$ cat config.mk
export PLATFORM = sky130hd
export DESIGN_NAME = codec_pin_mux_block_select
export DESIGN_NICKNAME = d
export VERILOG_FILES = /design/src/verilog/pin_mux_pkg.sv /design/src/verilog/output_pin_mux.sv /design/src/verilog/block_select_decode.sv /design/src/verilog/codec_pin_mux_block_select.sv
export VERILOG_INCLUDE_DIRS = /design/src /design/src/verilog
export SDC_FILE = /design/constraint.sdc
export NUM_CORES = 1
export LEC_CHECK = 0
export BUFFER_PORTS_ARGS = -buffer_cell sky130_fd_sc_hd__buf_4
export CAP_MARGIN = 20
export CELL_PAD_IN_SITES_DETAIL_PLACEMENT = 0
export CELL_PAD_IN_SITES_GLOBAL_PLACEMENT = 1
export CORE_UTILIZATION = 41
export DETAILED_ROUTE_END_ITERATION = 10
export GPL_TIMING_DRIVEN = 0
export PLACE_DENSITY = 0.81
export REMOVE_ABC_BUFFERS = 1
export SLEW_MARGIN = 40
export SYNTH_ARGS = -nofsm -noshare
export SYNTH_HDL_FRONTEND = slang
export SYNTH_SLANG_ARGS = --single-unit
$ cat constraint.sdc
create_clock -name clk -period 1.75 [get_ports clk]
set_input_delay 0.0875 -clock clk [delete_from_list [all_inputs] [get_ports clk]]
set_output_delay 0.0875 -clock clk [all_outputs]
set_load 0.02 [all_outputs]
$ cat src/verilog/pin_mux_defines.svh
// register offsets, field positions and reset values of the pin and block selection logic
`ifndef PIN_MUX_DEFINES_SVH
`define PIN_MUX_DEFINES_SVH

// ***************************************************
// register offsets
// ***************************************************
`define OFS_OUTPUT_PIN_CONTROL 8'h35
`define OFS_INPUT_PIN_CONTROL 8'h36
`define OFS_RESERVED_FIRST 8'h37
`define OFS_RESERVED_LAST 8'h3B
`define OFS_PLAYBACK_BLOCK_SELECT 8'h3C
`define OFS_RECORD_BLOCK_SELECT 8'h3D
`define OFS_RESERVED_AFTER_RECORD 8'h3E

// ***************************************************
// field positions
// ***************************************************
`define OUT_KEEPER_BIT 4
`define OUT_FUNC_MSB 3
`define OUT_FUNC_LSB 1
`define OUT_LEVEL_BIT 0
`define IN_MODE_MSB 2
`define IN_MODE_LSB 1
`define IN_LEVEL_BIT 0
`define BLOCK_SEL_MSB 4

// ***************************************************
// reset values
// ***************************************************
`define RST_OUTPUT_PIN_CONTROL 8'h12
`define RST_INPUT_PIN_CONTROL 8'h02
`define RST_PLAYBACK_BLOCK_SELECT 8'h01
`define RST_RECORD_BLOCK_SELECT 8'h04
`define RST_RESERVED 8'h00

`endif

$ cat src/verilog/pin_mux_pkg.sv
// types shared by the pin and block selection logic
package pin_mux_pkg;

  typedef enum logic [2:0] {
    OUT_OFF,
    OUT_CODEC_DATA,
    OUT_GENERAL,
    OUT_CLOCK,
    OUT_FIRST_IRQ,
    OUT_SECOND_IRQ,
    OUT_BIT_CLOCK,
    OUT_WORD_CLOCK
  } out_func_e;

  typedef enum logic [1:0] {
    IN_OFF,
    IN_CODEC,
    IN_GENERAL,
    IN_RESERVED
  } in_mode_e;

endpackage

$ cat src/verilog/output_pin_mux.sv
// function multiplexer and bus keeper for the serial output pin
`timescale 1ns/1ps
module output_pin_mux
  import pin_mux_pkg::*;
(
  input wire logic clk,
  input wire logic rst,
  input wire logic [2:0] func_code,
  input wire logic keeper_off,
  input wire logic general_level,
  input wire logic codec_data,
  input wire logic internal_clock_output,
  input wire logic first_interrupt_output,
  input wire logic second_interrupt_output,
  input wire logic secondary_bit_clock,
  input wire logic secondary_word_clock,
  output logic pin_out,
  output logic pin_oe_n,
  output logic keeper_active
);

  logic next_pin_out;
  logic next_pin_oe_n;
  logic next_keeper_active;

  always_comb begin
    next_pin_out = 1'b0;
    next_pin_oe_n = 1'b0;
    next_keeper_active = ~keeper_off; // RULE1
    unique case (out_func_e'(func_code))
      OUT_OFF: begin
        next_pin_out = 1'b0;
        next_pin_oe_n = 1'b1; // RULE2
      end
      OUT_CODEC_DATA: next_pin_out = codec_data; // RULE3
      OUT_GENERAL: next_pin_out = general_level; // RULE4 RULE5
      OUT_CLOCK: next_pin_out = internal_clock_output; // RULE6
      OUT_FIRST_IRQ: next_pin_out = first_interrupt_output; // RULE7
      OUT_SECOND_IRQ: next_pin_out = second_interrupt_output; // RULE7
      OUT_BIT_CLOCK: next_pin_out = secondary_bit_clock; // RULE8
      OUT_WORD_CLOCK: next_pin_out = secondary_word_clock; // RULE9
    endcase
  end

  always_ff @(posedge clk) begin
    if (rst) begin
      pin_out <= 1'b0;
      pin_oe_n <= 1'b0;
      keeper_active <= 1'b0;
    end else begin
      pin_out <= next_pin_out;
      pin_oe_n <= next_pin_oe_n;
      keeper_active <= next_keeper_active;
    end
  end

endmodule // output_pin_mux

$ cat src/verilog/block_select_decode.sv
// decoder from a selection code to a processing block number
`timescale 1ns/1ps
module block_select_decode (
  input wire logic clk,
  input wire logic rst,
  input wire logic [4:0] playback_code,
  input wire logic [4:0] record_code,
  output logic [4:0] playback_block,
  output logic playback_valid,
  output logic [4:0] record_block,
  output logic record_valid
);

  logic [4:0] next_playback_block;
  logic next_playback_valid;
  logic [4:0] next_record_block;
  logic next_record_valid;

  // block numbers equal the codes in every valid range
  function automatic logic playback_ok(input logic [4:0] code);
    playback_ok = (code >= 5'h01 && code <= 5'h04) || code == 5'h18 || code == 5'h19;
  endfunction

  function automatic logic record_ok(input logic [4:0] code);
    record_ok = (code >= 5'h04 && code <= 5'h06) || (code >= 5'h0A && code <= 5'h0C)
      || (code >= 5'h10 && code <= 5'h12);
  endfunction

  always_comb begin
    next_playback_valid = playback_ok(playback_code); // RULE14
    next_playback_block = next_playback_valid ? playback_code : 5'h00; // RULE14
    next_record_valid = record_ok(record_code); // RULE16
    next_record_block = next_record_valid ? record_code : 5'h00; // RULE16
  end

  always_ff @(posedge clk) begin
    if (rst) begin
      playback_block <= 5'h01;
      playback_valid <= 1'b1;
      record_block <= 5'h04;
      record_valid <= 1'b1;
    end else begin
      playback_block <= next_playback_block;
      playback_valid <= next_playback_valid;
      record_block <= next_record_block;
      record_valid <= next_record_valid;
    end
  end

endmodule // block_select_decode

$ cat src/verilog/codec_pin_mux_block_select.sv
// register file, pin control and block selection of the codec
//
// Function
// RULE1: keeper on the output pin is on when its control bit is 0.
// RULE2: output function 000 powers down the output pin buffer.
// RULE3: function 001 sends primary codec serial data to the pin.
// RULE4: function 010 makes the pin a general-purpose output.
// RULE5: general-purpose output drives the level of control bit 0.
// RULE6: function 011 puts the internal clock output on the pin.
// RULE7: codes 100 and 101 drive first and second interrupt outputs.
// RULE8: function 110 drives the secondary bit clock.
// RULE9: function 111 drives the secondary word clock.
// RULE10: input mode 00 powers down the input buffer and ignores the pin.
// RULE11: input mode 01 feeds codec data, microphone or clock generator.
// RULE12: mode 10 is general input; bit 0 reads buffer level; 11 reserved.
// RULE13: software never writes the reserved registers 0x37 to 0x3B.
// RULE14: playback block chosen from five-bit field: 1 to 4, 24, 25.
// RULE15: software avoids playback codes above 25 and writes zero only as reset.
// RULE16: record block chosen: 4 to 6, 10 to 12, 16 to 18.
// RULE17: software never writes reserved record selection codes.
// RULE18: software writes only zeros into playback select upper bits.
// RULE19: software writes only zeros to the register after record select.
// RULE20: software changes a block selection only with its converter path off.
`timescale 1ns/1ps
`include "pin_mux_defines.svh"
module codec_pin_mux_block_select
  import pin_mux_pkg::*;
(
  input wire logic clk,
  input wire logic rst,
  input wire logic [7:0] reg_addr,
  input wire logic [7:0] reg_wdata,
  input wire logic reg_write,
  input wire logic reg_read,
  output logic [7:0] reg_rdata,
  input wire logic codec_data,
  input wire logic internal_clock_output,
  input wire logic first_interrupt_output,
  input wire logic second_interrupt_output,
  input wire logic secondary_bit_clock,
  input wire logic secondary_word_clock,
  output logic out_pin_out,
  output logic out_pin_oe_n,
  output logic out_keeper_active,
  input wire logic in_pin,
  output logic in_buffer_enable,
  output logic codec_serial_in,
  output logic general_purpose_input_mode,
  output logic [4:0] playback_block,
  output logic playback_valid,
  output logic [4:0] record_block,
  output logic record_valid
);

  // ***************************************************
  // register file
  // ***************************************************
  logic [7:0] output_pin_control;
  logic [7:0] input_pin_control;
  logic [7:0] playback_block_select;
  logic [7:0] record_block_select;
  logic [7:0] next_output_pin_control;
  logic [7:0] next_input_pin_control;
  logic [7:0] next_playback_block_select;
  logic [7:0] next_record_block_select;
  logic [7:0] next_reg_rdata;
  logic in_level;

  // buffered pin level; a powered-down buffer reads as 0
  assign in_level = in_pin & in_buffer_enable; // RULE10

  function automatic logic hit(input logic [7:0] addr, input logic [7:0] ofs);
    hit = (addr == ofs);
  endfunction

  always_comb begin
    next_output_pin_control = output_pin_control;
    next_input_pin_control = input_pin_control;
    next_playback_block_select = playback_block_select;
    next_record_block_select = record_block_select;
    // reserved offsets have no storage, so stray writes are dropped
    if (reg_write) begin // RULE13
      if (hit(reg_addr, `OFS_OUTPUT_PIN_CONTROL)) begin
        next_output_pin_control = reg_wdata;
      end
      if (hit(reg_addr, `OFS_INPUT_PIN_CONTROL)) begin
        // bit 0 is the read-only level
        next_input_pin_control = {reg_wdata[7:1], 1'b0}; // RULE12
      end
      if (hit(reg_addr, `OFS_PLAYBACK_BLOCK_SELECT)) begin
        next_playback_block_select = reg_wdata;
      end
      if (hit(reg_addr, `OFS_RECORD_BLOCK_SELECT)) begin
        next_record_block_select = reg_wdata;
      end
    end
  end

  always_comb begin
    next_reg_rdata = reg_rdata;
    if (reg_read) begin
      next_reg_rdata = 8'h00;
      if (hit(reg_addr, `OFS_OUTPUT_PIN_CONTROL)) begin
        next_reg_rdata = output_pin_control;
      end
      if (hit(reg_addr, `OFS_INPUT_PIN_CONTROL)) begin
        next_reg_rdata = {input_pin_control[7:1], in_level}; // RULE12
      end
      if (hit(reg_addr, `OFS_PLAYBACK_BLOCK_SELECT)) begin
        next_reg_rdata = playback_block_select;
      end
      if (hit(reg_addr, `OFS_RECORD_BLOCK_SELECT)) begin
        next_reg_rdata = record_block_select;
      end
    end
  end

  always_ff @(posedge clk) begin
    if (rst) begin
      output_pin_control <= `RST_OUTPUT_PIN_CONTROL;
      input_pin_control <= `RST_INPUT_PIN_CONTROL;
      playback_block_select <= `RST_PLAYBACK_BLOCK_SELECT;
      record_block_select <= `RST_RECORD_BLOCK_SELECT;
      reg_rdata <= 8'h00;
    end else begin
      output_pin_control <= next_output_pin_control;
      input_pin_control <= next_input_pin_control;
      playback_block_select <= next_playback_block_select;
      record_block_select <= next_record_block_select;
      reg_rdata <= next_reg_rdata;
    end
  end

  // ***************************************************
  // input pin mode
  // ***************************************************
  logic next_in_buffer_enable;
  logic next_codec_serial_in;
  logic next_general_purpose_input_mode;

  always_comb begin
    next_in_buffer_enable = 1'b0;
    next_codec_serial_in = 1'b0;
    next_general_purpose_input_mode = 1'b0;
    unique case (in_mode_e'(input_pin_control[`IN_MODE_MSB:`IN_MODE_LSB]))
      IN_OFF: next_in_buffer_enable = 1'b0; // RULE10
      IN_CODEC: begin
        next_in_buffer_enable = 1'b1; // RULE11
        next_codec_serial_in = in_pin; // RULE11
      end
      IN_GENERAL: begin
        next_in_buffer_enable = 1'b1; // RULE12
        next_general_purpose_input_mode = 1'b1; // RULE12
      end
      // reserved code treated as buffer off
      IN_RESERVED: next_in_buffer_enable = 1'b0; // RULE12
    endcase
  end

  always_ff @(posedge clk) begin
    if (rst) begin
      in_buffer_enable <= 1'b0;
      codec_serial_in <= 1'b0;
      general_purpose_input_mode <= 1'b0;
    end else begin
      in_buffer_enable <= next_in_buffer_enable;
      codec_serial_in <= next_codec_serial_in;
      general_purpose_input_mode <= next_general_purpose_input_mode;
    end
  end

  // ***************************************************
  // output pin and block selection
  // ***************************************************
  output_pin_mux u_output_pin_mux (
    .clk(clk),
    .rst(rst),
    .func_code(output_pin_control[`OUT_FUNC_MSB:`OUT_FUNC_LSB]),
    .keeper_off(output_pin_control[`OUT_KEEPER_BIT]),
    .general_level(output_pin_control[`OUT_LEVEL_BIT]),
    .codec_data(codec_data),
    .internal_clock_output(internal_clock_output),
    .first_interrupt_output(first_interrupt_output),
    .second_interrupt_output(second_interrupt_output),
    .secondary_bit_clock(secondary_bit_clock),
    .secondary_word_clock(secondary_word_clock),
    .pin_out(out_pin_out),
    .pin_oe_n(out_pin_oe_n),
    .keeper_active(out_keeper_active)
  );

  block_select_decode u_block_select_decode (
    .clk(clk),
    .rst(rst),
    .playback_code(playback_block_select[`BLOCK_SEL_MSB:0]),
    .record_code(record_block_select[`BLOCK_SEL_MSB:0]),
    .playback_block(playback_block),
    .playback_valid(playback_valid),
    .record_block(record_block),
    .record_valid(record_valid)
  );

endmodule // codec_pin_mux_block_select

# Word level (Yosys, flattened, before mapping)
# Index checks and enable logic that the tools add are counted.
[word_totals] inputBits=27 ramBits=0 memories=0 latch_bits=0 mem_bits_ro=0 ff_bits=57
[op_classes] eq_ne=16 add_sub_neg=0 div_mod_pow=0 mux=10 multipliers=0 shift=0 order_cmp=8 bitwise_logic=5 n_reduce_logical=19
[op_table] cell="$eq 8x6->1 const B" n=4
[op_table] cell="$mux 8" n=4
[op_table] cell="$eq 3x3->1 const B" n=4
[op_table] cell="$eq 5x5->1 const B" n=2
[op_table] cell="$le 5x3->1 const B" n=2
[op_table] cell="$reduce_or 2->1" n=5
[op_table] cell="$pmux 1 s8" n=1
[op_table] cell="$reduce_and 2->1" n=4
[op_table] cell="$eq 3x2->1 const B" n=2
[op_table] cell="$ge 5x1->1 const B" n=1
[op_table] cell="$ge 5x3->1 const B" n=1
[op_table] cell="$ge 5x4->1 const B" n=1
[op_table] cell="$ge 5x5->1 const B" n=1
[op_table] cell="$le 5x4->1 const B" n=1
[op_table] cell="$le 5x5->1 const B" n=1
[op_table] cell="$eq 2x2->1 const B" n=2
[op_table] cell="$logic_and 1x1->1" n=4
[op_table] cell="$logic_or 1x1->1" n=4
[op_table] cell="$not 1->1" n=4
[op_table] cell="$eq 3x1->1 const B" n=1
[op_table] cell="$logic_not 3->1" n=1
[op_table] cell="$mux 1" n=3
[op_table] cell="$mux 3" n=1
[op_table] cell="$eq 2x1->1 const B" n=1
[op_table] cell="3 further kinds" n=3

# Longest topological paths before layout
[logic_depth] word_depth=6 depth_mapped=5

# Hierarchy
# Synthesis repeated with hierarchy kept, for this count alone.
[hier_totals] cells_unflattened=265 hier_area_um2=2539.9
[by_module_without_submodules] module="codec_pin_mux_block_select" seq_area_each_um2=840.8 cells_each=201 n_inst=1 area_per_inst_um2=1914.3
[by_module_without_submodules] module="block_select_decode" seq_area_each_um2=240.2 cells_each=53 n_inst=1 area_per_inst_um2=495.5
[by_module_without_submodules] module="output_pin_mux" seq_area_each_um2=60.1 cells_each=11 n_inst=1 area_per_inst_um2=130.1

# Worst setup path before layout
# OpenSTA, ideal clock, no wires.
[synth_path] path_type="register to register" startpoint="reg playback_block_select[0]" endpoint="reg u_block_select_decode.playback_valid" arrival_time_ps=1195 setup_time_ps=58 path_slack_ps=497 n_path_buf=0 stages_incl_launch_ff=4 path_cell_list="dfxtp_1 > or4b_2 > a21oi_1 > or3_1"
[synth_between] elab_chain_cells=4
[synth_rtl] element="start, declared" line_no="codec_pin_mux_block_select.sv:60" source="logic [7:0] playback_block_select;"
[synth_rtl] element="start signal, assigned" line_no="codec_pin_mux_block_select.sv:122" source="playback_block_select <= `RST_PLAYBACK_BLOCK_SELECT;"
[synth_rtl] element="start signal, assigned" line_no="codec_pin_mux_block_select.sv:128" source="playback_block_select <= next_playback_block_select;"
[synth_rtl] element="$ge 5x1->1 / $le 5x3->1 (equally long branches)" line_no="block_select_decode.sv:21" source="playback_ok = (code >= 5'h01 && code <= 5'h04) || code == 5'h18 || code == 5'h19;"
[synth_rtl] element="$logic_and 1x1->1" line_no="block_select_decode.sv:21"
[synth_rtl] element="$logic_or 1x1->1" line_no="block_select_decode.sv:21"
[synth_rtl] element="$logic_or 1x1->1 *" line_no="block_select_decode.sv:21"
[synth_rtl] element="end signal, assigned" line_no="block_select_decode.sv:44" source="playback_valid <= next_playback_valid;"
[synth_rtl] element="end, declared" line_no="block_select_decode.sv:9" source="output logic playback_valid,"
# Mark *: on every way between the ends. The rest lies on a longest branch, timed or not.
# A chain may end at the register's enable or synchronous reset.

# Final worst setup path
[layout_path] startpoint="in reg_addr[1]" endpoint="reg output_pin_control[6]"
[layout_between] elab_chain_cells=2
[layout_rtl] element="start, declared" line_no="codec_pin_mux_block_select.sv:31" source="input wire logic [7:0] reg_addr,"
[layout_rtl] element="$eq 8x6->1" line_no="codec_pin_mux_block_select.sv:73" source="hit = (addr == ofs);"
[layout_rtl] element="$reduce_and 2->1 (no line)"
[layout_rtl] element="end signal, assigned" line_no="codec_pin_mux_block_select.sv:120" source="output_pin_control <= `RST_OUTPUT_PIN_CONTROL;"
[layout_rtl] element="end signal, assigned" line_no="codec_pin_mux_block_select.sv:126" source="output_pin_control <= next_output_pin_control;"
[layout_rtl] element="end, declared" line_no="codec_pin_mux_block_select.sv:58" source="logic [7:0] output_pin_control;"
# No other way between the ends.

==> key figures <==
STA
  – Final Slew Violations: 0
  – Final Hold Viols: 0
  – Setup Skew: around 0.0038 ns
  – Worst slew margin: about 47%
  – Worst hold slack: ~0.024 ns
  – Post-route minimum period: roughly 1.5 ns
  – RSZ-0062 raised after global routing: no
  – Worst-margin pin slew: 0.791 ns
  – Final Cycle Share: about 88%
  – Max frequency: approximately 0.65 GHz
  – Setup violators final: 0

Power and ir drop
  – Worst VDD drop: 0.000535 V
  – Pwr per Cell Area: about 800 mW/mm^2
  – Lkg Pwr: ~1.4 nW

CTS
  – H-tree depth: 3
  – Clock slew at reported path FFs: about 0.060 ns
  – CTS tree: built
  – Worst-Skew Late Latency: approximately 0.33 ns
  – CTS Sinks: 57
  – Clock root cell: clkbuf_8
  – Clk buf depth: 2
  – Post-CTS Setup Bufs: 0
  – CTS buffer count: 9

Finish
  – Fraction of layout cells with a size suffix above 1: 27.2%
  – Final nets: ~330
  – Ant diodes: 0
  – Post-route cell area: between 0.003 and 0.004 mm^2
  – Post-layout util: 52.8%
  – Area delta synth->final: 23.5%
  – Fillers: roughly 580

Routing
  – Vias/cell: 5.15
  – Wire per inst: 15.3 um
  – Detailed Route WL: between 5000 and 6000 um
  – Initial DRC count: slightly above 70
  – Post-route ant nets: 0
  – Drt first pass iters: 4
  – # DRC: 0
  – Vias: 1,977

Floorplan
  – Core Rows: 28
  – Starting density of the core: a little over two fifths
  – # IOs: 53
  – Die Span Y: around 80 um
  – Die footprint: between 0.006 and 0.007 mm^2
  – Core area: roughly 0.006 mm^2
  – Die width: between 80 and 90 um

Logic synthesis
  – Mapped Cells: around 250
  – Area leader, netlist: dfxtp_1
  – Ranking of synthesized cells by area: dfxtp_1 (45%), mux2i_1 (12%), nand2b_1 (9.1%), nor2_1 (2.9%), a221oi_1 (2.8%)
  – Number of synthesized flops with an enable pin: 0
  – Syn Std Cell Area: approximately 0.0025 mm^2
  – Post-synthesis cell type count: 43
  – Sequential area share after synthesis: 44.8%
  – Most used DFF post-synth: dfxtp_1
  – Mean post-synth cell area: between 10 and 15 um^2
  – Syn. warnings: 0
  – Post-synth ARST share: 0%
  – FF+latch count, synth: 57
  – Post-synth top area share: between 40% and 50%

Global routing
  – Overall routing resource usage: 19.9%
  – First-pass GRT wire length: 9410 um
  – Initial antenna violation count: 0
  – Vias in the first global route: about 1.9k
  – Total global routing overflow: 0
  – Largest net degree at the start of global routing: ~60

Worst setup path
  – Required time worst endpoint: between 2 and 2.5 ns
  – Crit path DAT: between 1.5 and 2 ns
  – Flop2flop setup slack: about 0.4 ns
  – R2R Path End: u_block_select_decode.playback_valid
  – R2R depth: 3
  – Worst setup path class: in -> reg
  – CP startpoint: reg_addr[1]
  – CP max FO: 13
  – Crit path to: output_pin_control[6]
  – Critical Path Sink Type: flop
  – FF-to-FF Start: playback_block_select[2]
  – Setup crit start kind: primary input

Placement
  – Post-DP HPWL: 4070 um
  – Final GP Congestion: approximately 0.73
  – Port Buffer Count: 52
  – Placed Instance Area: 0.00297 mm^2

Hold path
  – Hold Path Cell Cnt: 3
  – HP Class: in -> reg

Status
  – Status: finished, final reports clean

Flow run
  – Max cap viols: 0
-- cell usage after synthesis, drive strengths merged, types with 6 or more instances --
master  instances
a221oi          8
buf             6
nor2           20
clkbuf          7
and3b           7
dfxtp          57
nand2b         37
or2             7
mux2i          31
a21oi           6
nand3b          6
o31ai           7
nand2          10
inv             6
-- per-stage QoR --
stage / std cells / power, mW / TNS (ns) / setup slack [ns]
after floorplan: 241 / 1.41 / 0 / 0.497
after global placement: 368 / 1.51 / -0.701 / -0.0899
after detailed placement: 368 / 1.51 / -0.736 / -0.105
after CTS: 384 / 2.56 / 0 / 0.241
after global routing: 384 / 2.62 / 0 / 0.190
final: 384 / 2.53 / 0 / 0.218
-- layer usage --
layer | track usage [%] | routed length, um
met1 | 25.9 | 2860
met2 | 30.2 | 2620
met3 | 4.04 | 221
met4 | 12.1 | 156
met5 | 0 | 0
-- final cells by class --
cell class                 count  area (um^2)  area share, %
clock inverter                 4         20.0          0.637
sequential                    57         1140           36.3
clock buffer                  11          141           4.50
timing repair buffer          53          400           12.7
tap                           75         93.8           2.99
inverter                       6         22.5          0.717
multi-input combinational    178         1320           42.1
-- registers in the layout, indices dropped and copies added, names as in the netlist, 5 cells and up --
name                                  cells
input_pin_control                         7
output_pin_control                        8
playback_block_select                     8
record_block_select                       8
reg_rdata                                 8
u_block_select_decode.playback_block      5
u_block_select_decode.record_block        5
-- report_power, final --
part           internal [mW]  switching, mW  total [mW]
clock network          0.534          0.506        1.04
registers               1.30        0.00225        1.30
logic                 0.0885         0.0927       0.181
-- worst max-delay path, stage by stage --
cell,delay [ns]
buf_4,0.16
nor2b_1,0.63
and4_1,0.67
mux2i_1,0.25
-- cell usage in the layout (no fill, tap or decap), drive strengths merged, types with 2 or more instances in the layout --
cell	n
buf	52
a21oi	6
ha	2
or2	7
o31ai	7
nand2b	37
nor2	20
nor3	4
nand3	3
inv	6
clkinv	4
or3	2
a311oi	2
and3b	7
nor4bb	2
nand3b	6
nor2b	3
clkbuf	11
nand2	10
mux2i	31
a221oi	8
nor4	4
dfxtp	57
-- kinds of logic (layout without fill, tap and decap cells) --
family | count (synthesis) | after routing | share of synthesized area [%]
and+or+nand+nor | 113 | 113 | 28.6
DFF | 57 | 57 | 44.8
muxes | 33 | 33 | 13.5
AOI/OAI and AO/OA | 29 | 29 | 8.46
buffers and inverters | 19 | 74 | 3.20
adders and majority gates | 3 | 3 | 1.38
-- how the worst min path moves through the flow --
| stage | slack (ns) | from | end |
|---|---|---|---|
| 6_report | 0.02 | reg_wdata[4] | output_pin_control[4] |
| 5_1_grt | 0.03 | reg_wdata[4] | output_pin_control[4] |
| 4_1_cts | 0.008 | reg_wdata[4] | output_pin_control[4] |
| 3_5_place_dp | 0.33 | in_pin | codec_serial_in |
| 3_3_place_gp | 0.33 | in_pin | codec_serial_in |
| 2_1_floorplan | 0.15 | rst | in_buffer_enable |
-- timing repair --
item,in CTS,in global routing
endpoints found under the hold margin,1,0
gates resized for setup,0,0
hold buffers,1,0
(Power assumes the default switching activity.)
